**src/rtl/tsbf_pkg.sv**
```systemverilog
// Purpose: constants and types of the slot bit framer
// Assumes: one clock, synchronous active-high reset
// Notes: all field values are shifted out msb first
package tsbf_pkg;
	// pattern selection codes on mode_sel
	localparam logic [3:0] MODE_PDC_TCH = 4'h0;
	localparam logic [3:0] MODE_PKT_DL_0 = 4'h1;
	localparam logic [3:0] MODE_PKT_DL_01 = 4'h2;
	localparam logic [3:0] MODE_PKT_DL_ALL = 4'h3;
	localparam logic [3:0] MODE_PKT_UL_0 = 4'h4;
	localparam logic [3:0] MODE_PHS_DL = 4'h5;
	localparam logic [3:0] MODE_PHS_UL = 4'h6;
	localparam logic [3:0] MODE_PHS_PN9 = 4'h7;
	localparam logic [3:0] MODE_PHS_PN15 = 4'h8;
	localparam logic [3:0] MODE_PHS_ZERO = 4'h9;
	// field lengths in bits
	localparam logic [7:0] LEN_RAMP = 8'h04;
	localparam logic [7:0] LEN_LEAD = 8'h02;
	localparam logic [7:0] LEN_PDC_PAY = 8'h70;
	localparam logic [7:0] LEN_PDC_SYNC = 8'h14;
	localparam logic [7:0] LEN_COLOUR = 8'h08;
	localparam logic [7:0] LEN_STEAL = 8'h01;
	localparam logic [7:0] LEN_SLOW_CTRL = 8'h15;
	localparam logic [7:0] LEN_COLL = 8'h16;
	localparam logic [7:0] LEN_UL_PAY = 8'h74;
	localparam logic [7:0] LEN_UL_GUARD = 8'h12;
	localparam logic [7:0] LEN_PHS_LEAD = 8'h06;
	localparam logic [7:0] LEN_PHS_SYNC = 8'h10;
	localparam logic [7:0] LEN_CHAN_ID = 8'h04;
	localparam logic [7:0] LEN_SLOW_WORD = 8'h10;
	localparam logic [7:0] LEN_PHS_PAY = 8'hA0;
	localparam logic [7:0] LEN_CRC = 8'h10;
	localparam logic [7:0] LEN_PHS_GUARD = 8'h10;
	// constant field values, zero extended
	localparam logic [21:0] VAL_ZERO = 22'h000000;
	localparam logic [21:0] VAL_LEAD = 22'h000002;
	localparam logic [21:0] VAL_PHS_LEAD = 22'h000019;
	localparam logic [21:0] VAL_SLOW_WORD = 22'h008000;
	localparam logic [21:0] VAL_COLL = 22'h3FFFFF;
	// sync patterns
	localparam logic [21:0] SYNC_DL_S0 = 22'h087A4B;
	localparam logic [21:0] SYNC_DL_S1 = 22'h09D236;
	localparam logic [21:0] SYNC_DL_S2 = 22'h081D75;
	localparam logic [21:0] SYNC_UL_S0 = 22'h0785B4;
	localparam logic [21:0] SYNC_PHS_UL = 22'h00E149;
	localparam logic [21:0] SYNC_PHS_DL = 22'h003D4C;
	// frame structure
	localparam logic [2:0] PDC_LAST_SLOT = 3'h2;
	localparam logic [2:0] PHS_LAST_SLOT = 3'h7;
	localparam logic [2:0] PHS_TX_UL = 3'h0;
	localparam logic [2:0] PHS_TX_DL = 3'h4;
	localparam logic [10:0] UNF_LAST = 11'h77F;
	// sequence generators
	localparam logic [8:0] PN9_SEED = 9'h1FF;
	localparam logic [14:0] PN15_SEED = 15'h7FFF;
	localparam logic [15:0] CRC_PRESET = 16'hFFFF;
	localparam logic [15:0] CRC_POLY = 16'h1021;
	// output item layout
	localparam int ITEM_W = 4;
	localparam int ITEM_BIT = 0;
	localparam int ITEM_SYM = 1;
	localparam int ITEM_GATE = 2;
	localparam int ITEM_FRAME = 3;

	typedef enum logic [1:0] {k_pdc_tch, k_pkt_dl, k_pkt_ul, k_phs}
		tsbf_kind_type;
	typedef enum logic [1:0] {f_const, f_pn, f_sync, f_crc}
		tsbf_ftype_type;
	typedef enum logic {st_idle, st_run} tsbf_run_type;
	typedef struct packed {
		tsbf_ftype_type ft;
		logic [7:0] len;
		logic [21:0] val;
		logic crc_in;
		logic last;
	} tsbf_fld_type;
endpackage

```
**src/rtl/tdma_slot_bit_framer.sv**
```systemverilog
// Purpose: bit-level slot and frame assembler for a test signal source
// Assumes: bit_tick paces bits; mode_sel is taken at each frame start
// Notes: a tick while the buffer is full emits nothing
// Notes on behaviour
// - pdc downlink traffic slot: ramp, lead-in, payload, sync, tag, steal, slow, payload
// - downlink sync pattern chosen by slot number 0, 1 or 2
// - colour tag, steal bit and slow control field are all zero
// - only pdc traffic slot 0 is sent; one payload sequence runs on unbroken across frames
// - no scrambling on pdc traffic payload, steal or slow fields
// - packet patterns use three-slot frames repeated every frame
// - four packet selections; unselected slots are not sent
// - packet payload pn9 runs on across sent slots and frames
// - downlink packet slot field order ending in 22 collision bits of ones
// - uplink packet slot with fixed sync, 116 payload, 18 zero guard
// - packet and phs slots are never scrambled
// - phs frame of eight slots; only one slot sent: slot 4 downlink, slot 0 uplink
// - unframed phs patterns: pn9, pn15 or zeros, no slots
// - phs sync pattern chosen by link direction
// - phs channel id zero, slow word 8000h, guard zero
// - phs crc covers channel id, slow word and payload
// - phs slot payload continues from frame to frame
// - markers give frame clock, rf gate and symbol clock
`timescale 1ns/1ps
module tdma_slot_bit_framer
	import tsbf_pkg::*;
(
	// clock and reset
	input wire logic clk,
	input wire logic rst,
	// control
	input wire logic [3:0] mode_sel,
	input wire logic bit_tick,
	// modulator side
	input wire logic out_ready,
	output logic data_bit,
	output logic data_valid,
	// markers
	output logic mark_frame,
	output logic mark_gate,
	output logic mark_symbol
);
	typedef struct packed {
		tsbf_run_type st;
		logic [3:0] mode;
		logic [2:0] slot;
		logic [3:0] fidx;
		logic [7:0] fcnt;
		logic ph;
		logic [8:0] pn9;
		logic [14:0] pn15;
		logic [15:0] crc;
		logic [10:0] ucnt;
	} tsbf_state_type;

	tsbf_state_type s_q, s_d;
	tsbf_fld_type fld;
	tsbf_kind_type kind;
	logic [ITEM_W-1:0] item;
	logic [ITEM_W-1:0] head;
	logic buf_ready, buf_valid, push, unf, tx, fbit, pbit, slot_end;
	logic [2:0] last_slot;
	logic [7:0] bidx;
	logic [21:0] sync;

	// build one field descriptor
	function automatic tsbf_fld_type mk(tsbf_ftype_type ft,
		logic [7:0] len, logic [21:0] val, logic ci, logic last);
		tsbf_fld_type r;
		r.ft = ft;
		r.len = len;
		r.val = val;
		r.crc_in = ci;
		r.last = last;
		return r;
	endfunction

	// field table per slot kind
	function automatic tsbf_fld_type field_of(tsbf_kind_type k,
		logic [3:0] i, logic [21:0] sw);
		tsbf_fld_type r;
		r = mk(f_const, LEN_RAMP, VAL_ZERO, 1'b0, 1'b0);
		unique case (k)
			k_pdc_tch:
				case (i)
					4'h1: r = mk(f_const, LEN_LEAD, VAL_LEAD, 1'b0, 1'b0);
					4'h2: r = mk(f_pn, LEN_PDC_PAY, VAL_ZERO, 1'b0, 1'b0);
					4'h3: r = mk(f_sync, LEN_PDC_SYNC, sw, 1'b0, 1'b0);
					4'h4: r = mk(f_const, LEN_COLOUR, VAL_ZERO, 1'b0, 1'b0);
					4'h5: r = mk(f_const, LEN_STEAL, VAL_ZERO, 1'b0, 1'b0);
					4'h6: r = mk(f_const, LEN_SLOW_CTRL, VAL_ZERO, 1'b0,
						1'b0);
					4'h7: r = mk(f_pn, LEN_PDC_PAY, VAL_ZERO, 1'b0, 1'b1);
					default: r = mk(f_const, LEN_RAMP, VAL_ZERO, 1'b0, 1'b0);
				endcase
			k_pkt_dl:
				case (i)
					4'h1: r = mk(f_const, LEN_LEAD, VAL_LEAD, 1'b0, 1'b0);
					4'h2: r = mk(f_pn, LEN_PDC_PAY, VAL_ZERO, 1'b0, 1'b0);
					4'h3: r = mk(f_sync, LEN_PDC_SYNC, sw, 1'b0, 1'b0);
					4'h4: r = mk(f_const, LEN_COLOUR, VAL_ZERO, 1'b0, 1'b0);
					4'h5: r = mk(f_pn, LEN_PDC_PAY, VAL_ZERO, 1'b0, 1'b0);
					4'h6: r = mk(f_const, LEN_COLL, VAL_COLL, 1'b0, 1'b1);
					default: r = mk(f_const, LEN_RAMP, VAL_ZERO, 1'b0, 1'b0);
				endcase
			k_pkt_ul:
				case (i)
					4'h1: r = mk(f_const, LEN_LEAD, VAL_LEAD, 1'b0, 1'b0);
					4'h2: r = mk(f_pn, LEN_PDC_PAY, VAL_ZERO, 1'b0, 1'b0);
					4'h3: r = mk(f_sync, LEN_PDC_SYNC, sw, 1'b0, 1'b0);
					4'h4: r = mk(f_const, LEN_COLOUR, VAL_ZERO, 1'b0, 1'b0);
					4'h5: r = mk(f_pn, LEN_UL_PAY, VAL_ZERO, 1'b0, 1'b0);
					4'h6: r = mk(f_const, LEN_UL_GUARD, VAL_ZERO, 1'b0, 1'b1);
					default: r = mk(f_const, LEN_RAMP, VAL_ZERO, 1'b0, 1'b0);
				endcase
			k_phs:
				case (i)
					4'h1: r = mk(f_const, LEN_LEAD, VAL_LEAD, 1'b0, 1'b0);
					4'h2: r = mk(f_const, LEN_PHS_LEAD, VAL_PHS_LEAD, 1'b0,
						1'b0);
					4'h3: r = mk(f_sync, LEN_PHS_SYNC, sw, 1'b0, 1'b0);
					4'h4: r = mk(f_const, LEN_CHAN_ID, VAL_ZERO, 1'b1,
						1'b0);
					4'h5: r = mk(f_const, LEN_SLOW_WORD, VAL_SLOW_WORD, 1'b1,
						1'b0);
					4'h6: r = mk(f_pn, LEN_PHS_PAY, VAL_ZERO, 1'b1,
						1'b0);
					4'h7: r = mk(f_crc, LEN_CRC, VAL_ZERO, 1'b0, 1'b0);
					4'h8: r = mk(f_const, LEN_PHS_GUARD, VAL_ZERO, 1'b0,
						1'b1);
					default: r = mk(f_const, LEN_RAMP, VAL_ZERO, 1'b0, 1'b0);
				endcase
		endcase
		return r;
	endfunction

	// slot kind, frame length and sent slots from the mode
	always_comb
	begin
		kind = k_phs;
		last_slot = PHS_LAST_SLOT;
		tx = 1'b0;
		unf = 1'b0;
		case (s_q.mode)
			MODE_PDC_TCH:
			begin
				kind = k_pdc_tch;
				last_slot = PDC_LAST_SLOT;
				tx = (s_q.slot == 3'h0);
			end
			MODE_PKT_DL_0, MODE_PKT_DL_01, MODE_PKT_DL_ALL:
			begin
				kind = k_pkt_dl;
				last_slot = PDC_LAST_SLOT;
				tx = (s_q.mode == MODE_PKT_DL_ALL) ||
					(s_q.slot == 3'h0) ||
					(s_q.mode == MODE_PKT_DL_01 &&
					s_q.slot == 3'h1);
			end
			MODE_PKT_UL_0:
			begin
				kind = k_pkt_ul;
				last_slot = PDC_LAST_SLOT;
				tx = (s_q.slot == 3'h0);
			end
			MODE_PHS_DL:
				tx = (s_q.slot == PHS_TX_DL);
			MODE_PHS_UL:
				tx = (s_q.slot == PHS_TX_UL);
			default:
				unf = 1'b1;
		endcase
	end

	// sync pattern by slot number or link direction
	always_comb
	begin
		sync = SYNC_DL_S0;
		if (kind == k_phs)
			sync = (s_q.mode == MODE_PHS_DL) ? SYNC_PHS_DL :
				SYNC_PHS_UL;
		else if (kind == k_pkt_ul)
			sync = SYNC_UL_S0;
		else if (s_q.slot == 3'h1)
			sync = SYNC_DL_S1;
		else if (s_q.slot == 3'h2)
			sync = SYNC_DL_S2;
	end

	// current field and its bit
	always_comb
	begin
		fld = field_of(kind, s_q.fidx, sync);
		bidx = fld.len - 8'h01 - s_q.fcnt;
		unique case (fld.ft)
			f_pn: fbit = s_q.pn9[8];
			f_crc: fbit = ~s_q.crc[15];
			default: fbit = fld.val[bidx[4:0]];
		endcase
		if (s_q.mode == MODE_PHS_PN9)
			pbit = s_q.pn9[8];
		else if (s_q.mode == MODE_PHS_PN15)
			pbit = s_q.pn15[14];
		else
			pbit = 1'b0;
	end

	assign push = (s_q.st == st_run) & bit_tick & buf_ready;
	assign slot_end = (s_q.fcnt == fld.len - 8'h01) & fld.last;

	// sequencing, generators and output item
	always_comb
	begin
		s_d = s_q;
		item = '0;
		if (s_q.st == st_idle)
		begin
			s_d.mode = mode_sel;
			s_d.st = st_run;
		end
		else if (push && unf)
		begin
			item[ITEM_BIT] = pbit;
			item[ITEM_GATE] = 1'b1;
			item[ITEM_FRAME] = (s_q.ucnt == 11'h000);
			item[ITEM_SYM] = ~s_q.ph;
			s_d.ph = ~s_q.ph;
			if (s_q.mode == MODE_PHS_PN9)
				s_d.pn9 = {s_q.pn9[7:0], s_q.pn9[8] ^ s_q.pn9[4]};
			if (s_q.mode == MODE_PHS_PN15)
				s_d.pn15 = {s_q.pn15[13:0],
					s_q.pn15[14] ^ s_q.pn15[13]};
			s_d.ucnt = s_q.ucnt + 11'h001;
			if (s_q.ucnt == UNF_LAST)
			begin
				s_d.ucnt = '0;
				s_d.ph = 1'b0;
				s_d.mode = mode_sel;
			end
		end
		else if (push)
		begin
			item[ITEM_BIT] = tx & fbit;
			item[ITEM_GATE] = tx;
			item[ITEM_FRAME] = (s_q.slot == 3'h0) &&
				(s_q.fidx == 4'h0) && (s_q.fcnt == 8'h00);
			item[ITEM_SYM] = ~s_q.ph;
			s_d.ph = ~s_q.ph;
			// payload sequence only moves in sent slots
			if (tx && fld.ft == f_pn)
				s_d.pn9 = {s_q.pn9[7:0],
					s_q.pn9[8] ^ s_q.pn9[4]};
			if (tx && fld.crc_in)
				s_d.crc = {s_q.crc[14:0], 1'b0} ^
					((s_q.crc[15] ^ fbit) ? CRC_POLY :
					16'h0000);
			if (tx && fld.ft == f_crc)
				s_d.crc = {s_q.crc[14:0], 1'b0};
			s_d.fcnt = s_q.fcnt + 8'h01;
			if (s_q.fcnt == fld.len - 8'h01)
			begin
				s_d.fcnt = '0;
				s_d.fidx = s_q.fidx + 4'h1;
			end
			if (slot_end)
			begin
				s_d.fidx = '0;
				s_d.crc = CRC_PRESET;
				s_d.slot = s_q.slot + 3'h1;
				if (s_q.slot == last_slot)
				begin
					s_d.slot = '0;
					s_d.ph = 1'b0;
					s_d.ucnt = '0;
					s_d.mode = mode_sel;
				end
			end
		end
	end

	// state register
	always_ff @(posedge clk)
	begin
		if (rst)
		begin
			s_q <= '0;
			s_q.st <= st_idle;
			s_q.pn9 <= PN9_SEED;
			s_q.pn15 <= PN15_SEED;
			s_q.crc <= CRC_PRESET;
		end
		else
			s_q <= s_d;
	end

	// two-entry buffer toward the modulator
	tsbf_skid_buf #(
		.W(ITEM_W)
	) u_buf (
		.clk(clk),
		.rst(rst),
		.in_valid(push),
		.in_data(item),
		.in_ready(buf_ready),
		.out_valid(buf_valid),
		.out_data(head),
		.out_ready(out_ready)
	);

	// outputs from the buffer head register
	assign data_valid = buf_valid;
	assign data_bit = head[ITEM_BIT];
	assign mark_gate = head[ITEM_GATE];
	assign mark_frame = head[ITEM_FRAME];
	assign mark_symbol = head[ITEM_SYM];
endmodule // tdma_slot_bit_framer

```
**src/rtl/tsbf_skid_buf.sv**
```systemverilog
// Purpose: two-entry buffer between framer and modulator
// Assumes: in_ready low while the spare entry is occupied
// Notes: head entry is the registered output
`timescale 1ns/1ps
module tsbf_skid_buf #(
	parameter int W = 4
) (
	// clock and reset
	input wire logic clk,
	input wire logic rst,
	// filling side
	input wire logic in_valid,
	input wire logic [W-1:0] in_data,
	output logic in_ready,
	// draining side
	output logic out_valid,
	output logic [W-1:0] out_data,
	input wire logic out_ready
);
	typedef struct packed {
		logic head_v;
		logic [W-1:0] head;
		logic spare_v;
		logic [W-1:0] spare;
	} tsbf_buf_type;

	tsbf_buf_type s_q, s_d;
	logic push, pop;

	// handshakes on both sides
	assign in_ready = ~s_q.spare_v;
	assign out_valid = s_q.head_v;
	assign out_data = s_q.head;
	assign push = in_valid & ~s_q.spare_v;
	assign pop = s_q.head_v & out_ready;

	// entry movement
	always_comb
	begin
		s_d = s_q;
		if (pop)
		begin
			if (s_q.spare_v)
			begin
				s_d.head = s_q.spare;
				s_d.spare_v = 1'b0;
			end
			else
			begin
				s_d.head_v = push;
				if (push)
					s_d.head = in_data;
			end
		end
		else if (push)
		begin
			if (!s_q.head_v)
			begin
				s_d.head_v = 1'b1;
				s_d.head = in_data;
			end
			else
			begin
				s_d.spare_v = 1'b1;
				s_d.spare = in_data;
			end
		end
	end

	// state register
	always_ff @(posedge clk)
	begin
		if (rst)
			s_q <= '0;
		else
			s_q <= s_d;
	end
endmodule // tsbf_skid_buf

```
**config.mk**
```make
export PLATFORM = sky130hd
export DESIGN_NAME = tdma_slot_bit_framer
export DESIGN_NICKNAME = d
export VERILOG_FILES = /design/src/rtl/tsbf_pkg.sv /design/src/rtl/tdma_slot_bit_framer.sv /design/src/rtl/tsbf_skid_buf.sv
export SDC_FILE = /design/constraint.sdc
export NUM_CORES = 1
export LEC_CHECK = 0
export BUFFER_PORTS_ARGS = -buffer_cell sky130_fd_sc_hd__buf_4
export CAP_MARGIN = 40
export CELL_PAD_IN_SITES_DETAIL_PLACEMENT = 1
export CELL_PAD_IN_SITES_GLOBAL_PLACEMENT = 1
export CORE_MARGIN = 2
export CORE_UTILIZATION = 25
export DETAILED_ROUTE_END_ITERATION = 7
export PLACE_DENSITY = 0.46
export SETUP_SLACK_MARGIN = 0.4
export SLEW_MARGIN = 20
export SYNTH_ARGS = -nofsm -noshare
export SYNTH_HDL_FRONTEND = slang
export SYNTH_SLANG_ARGS = --single-unit
```
**constraint.sdc**
```tcl
create_clock -name clk -period 4.2 [get_ports clk]
set_input_delay 0.84 -clock clk [delete_from_list [all_inputs] [get_ports clk]]
set_output_delay 0.84 -clock clk [all_outputs]
set_load 0.01 [all_outputs]
```
==> results.md <==
- The timing endpoint of the critical path is s_q[11].
- The final setup TNS is 0 ns.
- The number of enable flip-flop cells after synthesis is 0.
- The share of synthesized area in the top cell type comes to 0.317.
- The minimum clock period after layout is 3.96 ns.
- The top cell type by total area after synthesis is sky130_fd_sc_hd__dfxtp_1.
- Between clock sinks in the finished design, the worst skew comes to 0.00716 ns.
- Relative to the synthesized area, the layout overhead comes to 26.9%.
- The DRC violation count after routing is 0.
- The summed instance area of the synthesized netlist is 5180 um^2.
- The count of pins over their slew limit is 0.
- The power density normalized to cell area is 281 nW/um^2.
- Synthesis produced a netlist whose cell count is 675.
- The final layout contains 745 nets.
- Entering global routing, the biggest net connects 42 pins.
- The number of vias after detailed routing is 5037.
- The clock drives 82 sinks.
- Of the total synthesized cell area, the portion taken by XOR and XNOR cells is 0.0364.
- Ranked by total cell area, the synthesized netlist is headed by sky130_fd_sc_hd__dfxtp_1 (32%), sky130_fd_sc_hd__nand2_1 (6.7%), sky130_fd_sc_hd__nor2_1 (4.1%).
- After clock tree synthesis, the clock-pin slew on the worst setup and hold paths is 0.06 ns.
- Dividing the final minimum period by the clock period gives 0.943.
- The total number of H-tree levels is 3.
- The boundary pin count is 13.
- The via count of the first global-routing pass is 5202.
- The region available for standard cell placement spans 20300 um^2.
- The finished cells cover 6580 um^2.
- The slew at the pin closest to its max-slew limit is 0.697 ns.
- The distinct cell type count after synthesis is 72.
- In this run the worst hold path is classified as reg2reg.
- At the worst endpoint, the arrival time is 4.20 ns.
- Timing analysis after detailed placement gives a worst setup slack of 0.0443 ns.
- The number of antenna diodes in the final layout is 0.
- For the worst flop-to-flop path, the logic depth is 18.
- The CTS tree is built.
- The cell sitting at the root of the clock tree is a sky130_fd_sc_hd__clkbuf_16.
- The static leakage power is 2.54 nW.
- The adder-cell share of the synthesized area is 0.0449.
- The number of CTS-inserted buffers is 9.
- The data required time of the worst path is 4.44 ns.
- The highest attainable clock frequency is 252 MHz.
- Setup slack on the worst reg-to-reg path comes out at 0.24 ns.
- The max capacitance violation total is 0.
- The sequential share of the synthesized area is 0.317.
- For this run, the number of Yosys warnings is 0.
- The placer congestion estimate is 0.853.
- The fraction of layout instances using a drive strength above 1 is 0.238.
- Setup repair after global routing could not meet its margin everywhere.
- STA classifies the critical path startpoint as a flip-flop.
- The total of hold buffers inserted after clock tree synthesis is 0.
- In the final routed layout, each cell accounts on average for 17.4 um.
- The worst setup path is of the reg2reg kind.
- The total global-route track usage is 0.163.
- Of all nets on the critical path, the largest fanout is 6.
- After global routing the overflow that remains totals 0.
- The worst relative slew slack is 0.531.
- The first global-routing pass estimated 28.3 mm of wire.
- The initial antenna violation count is 0.
- Of the total synthesized cell area, the portion taken by AND, OR, NAND and NOR gates is 0.275.
- After synthesis, the largest family of logic cells by area is simple AND/OR/NAND/NOR gates.
- The clock insertion delay at the later pin of the skew report is 0.35 ns.
- The post-place instance area is 5830 um^2.
- Setup slack on the critical path of the routed design comes to 0.238 ns.
- The die outline area is 21900 um^2.
- The die boundary width is 148 um.
- The filler cells instantiated in the layout total 2439.
- The run finished with clean final reports.
- The starting density of the core is 0.255.
- Each instance of the synthesized netlist takes up on average 7.68 um^2.
- Setup violations remaining at the end of the flow were counted as 0.
- STA classifies the critical path endpoint as a flip-flop.
- The critical path starts at s_q[60].
- The number of nets with antenna violations after detailed routing is 0.
- The final-report hold violation count came to 0.
- After legalization and detailed placement, the total HPWL measured 12.8 mm.
- The end of the worst register-to-register path is s_q[11].
- The row count is 52.
- In this run, synthesis produced a sequential element count of 82.
- The multiplexer fraction of the synthesized cell area is 0.0294.
- Input and output buffers added on the ports amount to 12.
- The startpoint identified for the worst register-to-register timing path is s_q[60].
- The vertical extent of the die is 148 um.
- The vias per cell is 5.07.
- The proportion of register bits with asynchronous set or reset after synthesis is 0.
- Synthesis produced a netlist with a net count of 701.
- The worst-case vdd ir drop is 0.179 mV.
- The compound-gate portion of the synthesized area came to 0.234.
- The minimum hold slack is 0.464 ns.
- The initial DRC count is 192.
- For this run, the leading register cell type out of synthesis is sky130_fd_sc_hd__dfxtp_1.
- The maximum count of clock buffers along a single path is 2.
- Wires add up to 17.3 mm.
- The count of TritonRoute iterations in the first routing pass is 5.
## worst max-delay path, cell delays in order (launching register included)
cell and delay (ns):
sky130_fd_sc_hd__dfxtp_4 0.38, sky130_fd_sc_hd__inv_4 0.05, sky130_fd_sc_hd__ha_4 0.18, sky130_fd_sc_hd__buf_6 0.12
sky130_fd_sc_hd__buf_6 0.11, sky130_fd_sc_hd__a211oi_4 0.26, sky130_fd_sc_hd__a2111oi_4 0.11, sky130_fd_sc_hd__a211oi_2 0.33
sky130_fd_sc_hd__xor2_1 0.30, sky130_fd_sc_hd__ha_4 0.26, sky130_fd_sc_hd__xor2_1 0.35, sky130_fd_sc_hd__nand2_1 0.10
sky130_fd_sc_hd__a2bb2oi_1 0.24, sky130_fd_sc_hd__a211oi_2 0.08, sky130_fd_sc_hd__xnor2_1 0.15, sky130_fd_sc_hd__nor2_1 0.06
sky130_fd_sc_hd__a211o_1 0.32, sky130_fd_sc_hd__a211o_1 0.28, sky130_fd_sc_hd__a21o_1 0.15
## kinds of logic after synthesis
family / count (synthesis)
muxes: 15
xor gates and xnor gates: 20
and+or+nand+nor: 285
buffers and inverters: 85
AOI/OAI and AO/OA: 170
DFF: 82
adders and majority gates: 18
## registers in the layout, summed over array words and instances (netlist names)
| signal | cells |
|---|---|
| s_q | 72 |
| u_buf.out_data | 4 |
| u_buf.out_valid | 1 |
| u_buf.s_q | 5 |
## placed cells by master, fill, tap and decap left out, types with 9 or more instances in the layout
cell,netlist,routed
sky130_fd_sc_hd__nand2_1,93,90
sky130_fd_sc_hd__dfxtp_1,82,76
sky130_fd_sc_hd__buf_4,0,68
sky130_fd_sc_hd__nor2_1,57,53
sky130_fd_sc_hd__inv_1,41,39
sky130_fd_sc_hd__a21oi_1,39,37
sky130_fd_sc_hd__o21ai_0,30,29
sky130_fd_sc_hd__nand3_1,29,29
sky130_fd_sc_hd__nor3_1,23,22
sky130_fd_sc_hd__a31o_2,15,15
sky130_fd_sc_hd__or3_1,12,11
sky130_fd_sc_hd__mux2i_1,13,11
sky130_fd_sc_hd__ha_1,17,11
sky130_fd_sc_hd__xor2_1,11,10
sky130_fd_sc_hd__clkbuf_16,0,9
## area by class of cell
cell class | count | area (um^2) | share of cell area
timing repair buffer | 77 | 623 | 0.0947
clock inverter | 2 | 35.0 | 0.00533
clock buffer | 13 | 270 | 0.0411
multi-input combinational | 508 | 3500 | 0.532
inverter | 41 | 156 | 0.0238
sequential | 82 | 1650 | 0.251
tap | 270 | 338 | 0.0514
## Yosys cell counts (6+ instances only)
library cell	count
sky130_fd_sc_hd__a31oi_1	10
sky130_fd_sc_hd__xor2_1	11
sky130_fd_sc_hd__or2_2	6
sky130_fd_sc_hd__dfxtp_1	82
sky130_fd_sc_hd__nand3_1	29
sky130_fd_sc_hd__buf_2	8
sky130_fd_sc_hd__a31o_2	15
sky130_fd_sc_hd__nor3_1	23
sky130_fd_sc_hd__a32oi_1	6
sky130_fd_sc_hd__a311oi_1	8
sky130_fd_sc_hd__a211oi_1	11
sky130_fd_sc_hd__ha_1	17
sky130_fd_sc_hd__and3_1	8
sky130_fd_sc_hd__clkbuf_1	32
sky130_fd_sc_hd__xnor2_1	8
sky130_fd_sc_hd__mux2i_1	13
sky130_fd_sc_hd__nand2_1	93
sky130_fd_sc_hd__or3_1	12
sky130_fd_sc_hd__nor2b_1	8
sky130_fd_sc_hd__inv_1	41
sky130_fd_sc_hd__o21ai_0	30
sky130_fd_sc_hd__a21oi_1	39
sky130_fd_sc_hd__nor2_1	57
sky130_fd_sc_hd__nand4_1	7
## repair_timing
action | 4_1_cts | 5_1_grt
endpoints found under the hold margin | 0 | 0
setup endpoints to repair | 22 | 44
setup buffers | 9 | 9
pin swaps | 15 | 22
gates resized for setup | 34 | 27
## stage by stage
stage | std cells | power (mW) | utilization
2_1_floorplan | 675 | 0.939 | -
3_3_place_gp | 958 | 1.02 | 0.287
3_5_place_dp | 959 | 1.03 | 0.287
4_1_cts | 983 | 1.88 | 0.314
5_1_grt | 993 | 1.94 | 0.324
6_report | 993 | 1.85 | 0.324
## routing by layer
metal	vias up	global-route usage	share of wire
met5	-	0	0
met3	13	0.0259	0.033
met1	2430	0.216	0.48
li1	2516	-	-
met4	0	0.0424	0.013
met2	78	0.277	0.47
## worst min path at each step
stage / start / depth (start not counted) / slack, ns / to
final: s_q[33] / 2 / 0.46 / s_q[34]
after global routing: s_q[33] / 2 / 0.48 / s_q[34]
after CTS: s_q[33] / 2 / 0.47 / s_q[34]
after detailed placement: s_q[31] / 2 / 0.46 / s_q[31]
after global placement: s_q[39] / 2 / 0.45 / s_q[40]
after floorplan: s_q[42] / 2 / 0.44 / s_q[43]
## where the power goes
part           switching, mW  total [mW]  internal (mW)
combinational          0.133       0.217         0.0838
clock                  0.322       0.828          0.506
sequential            0.0145       0.805          0.790
Note: power is estimated with default switching activity, not from simulation.
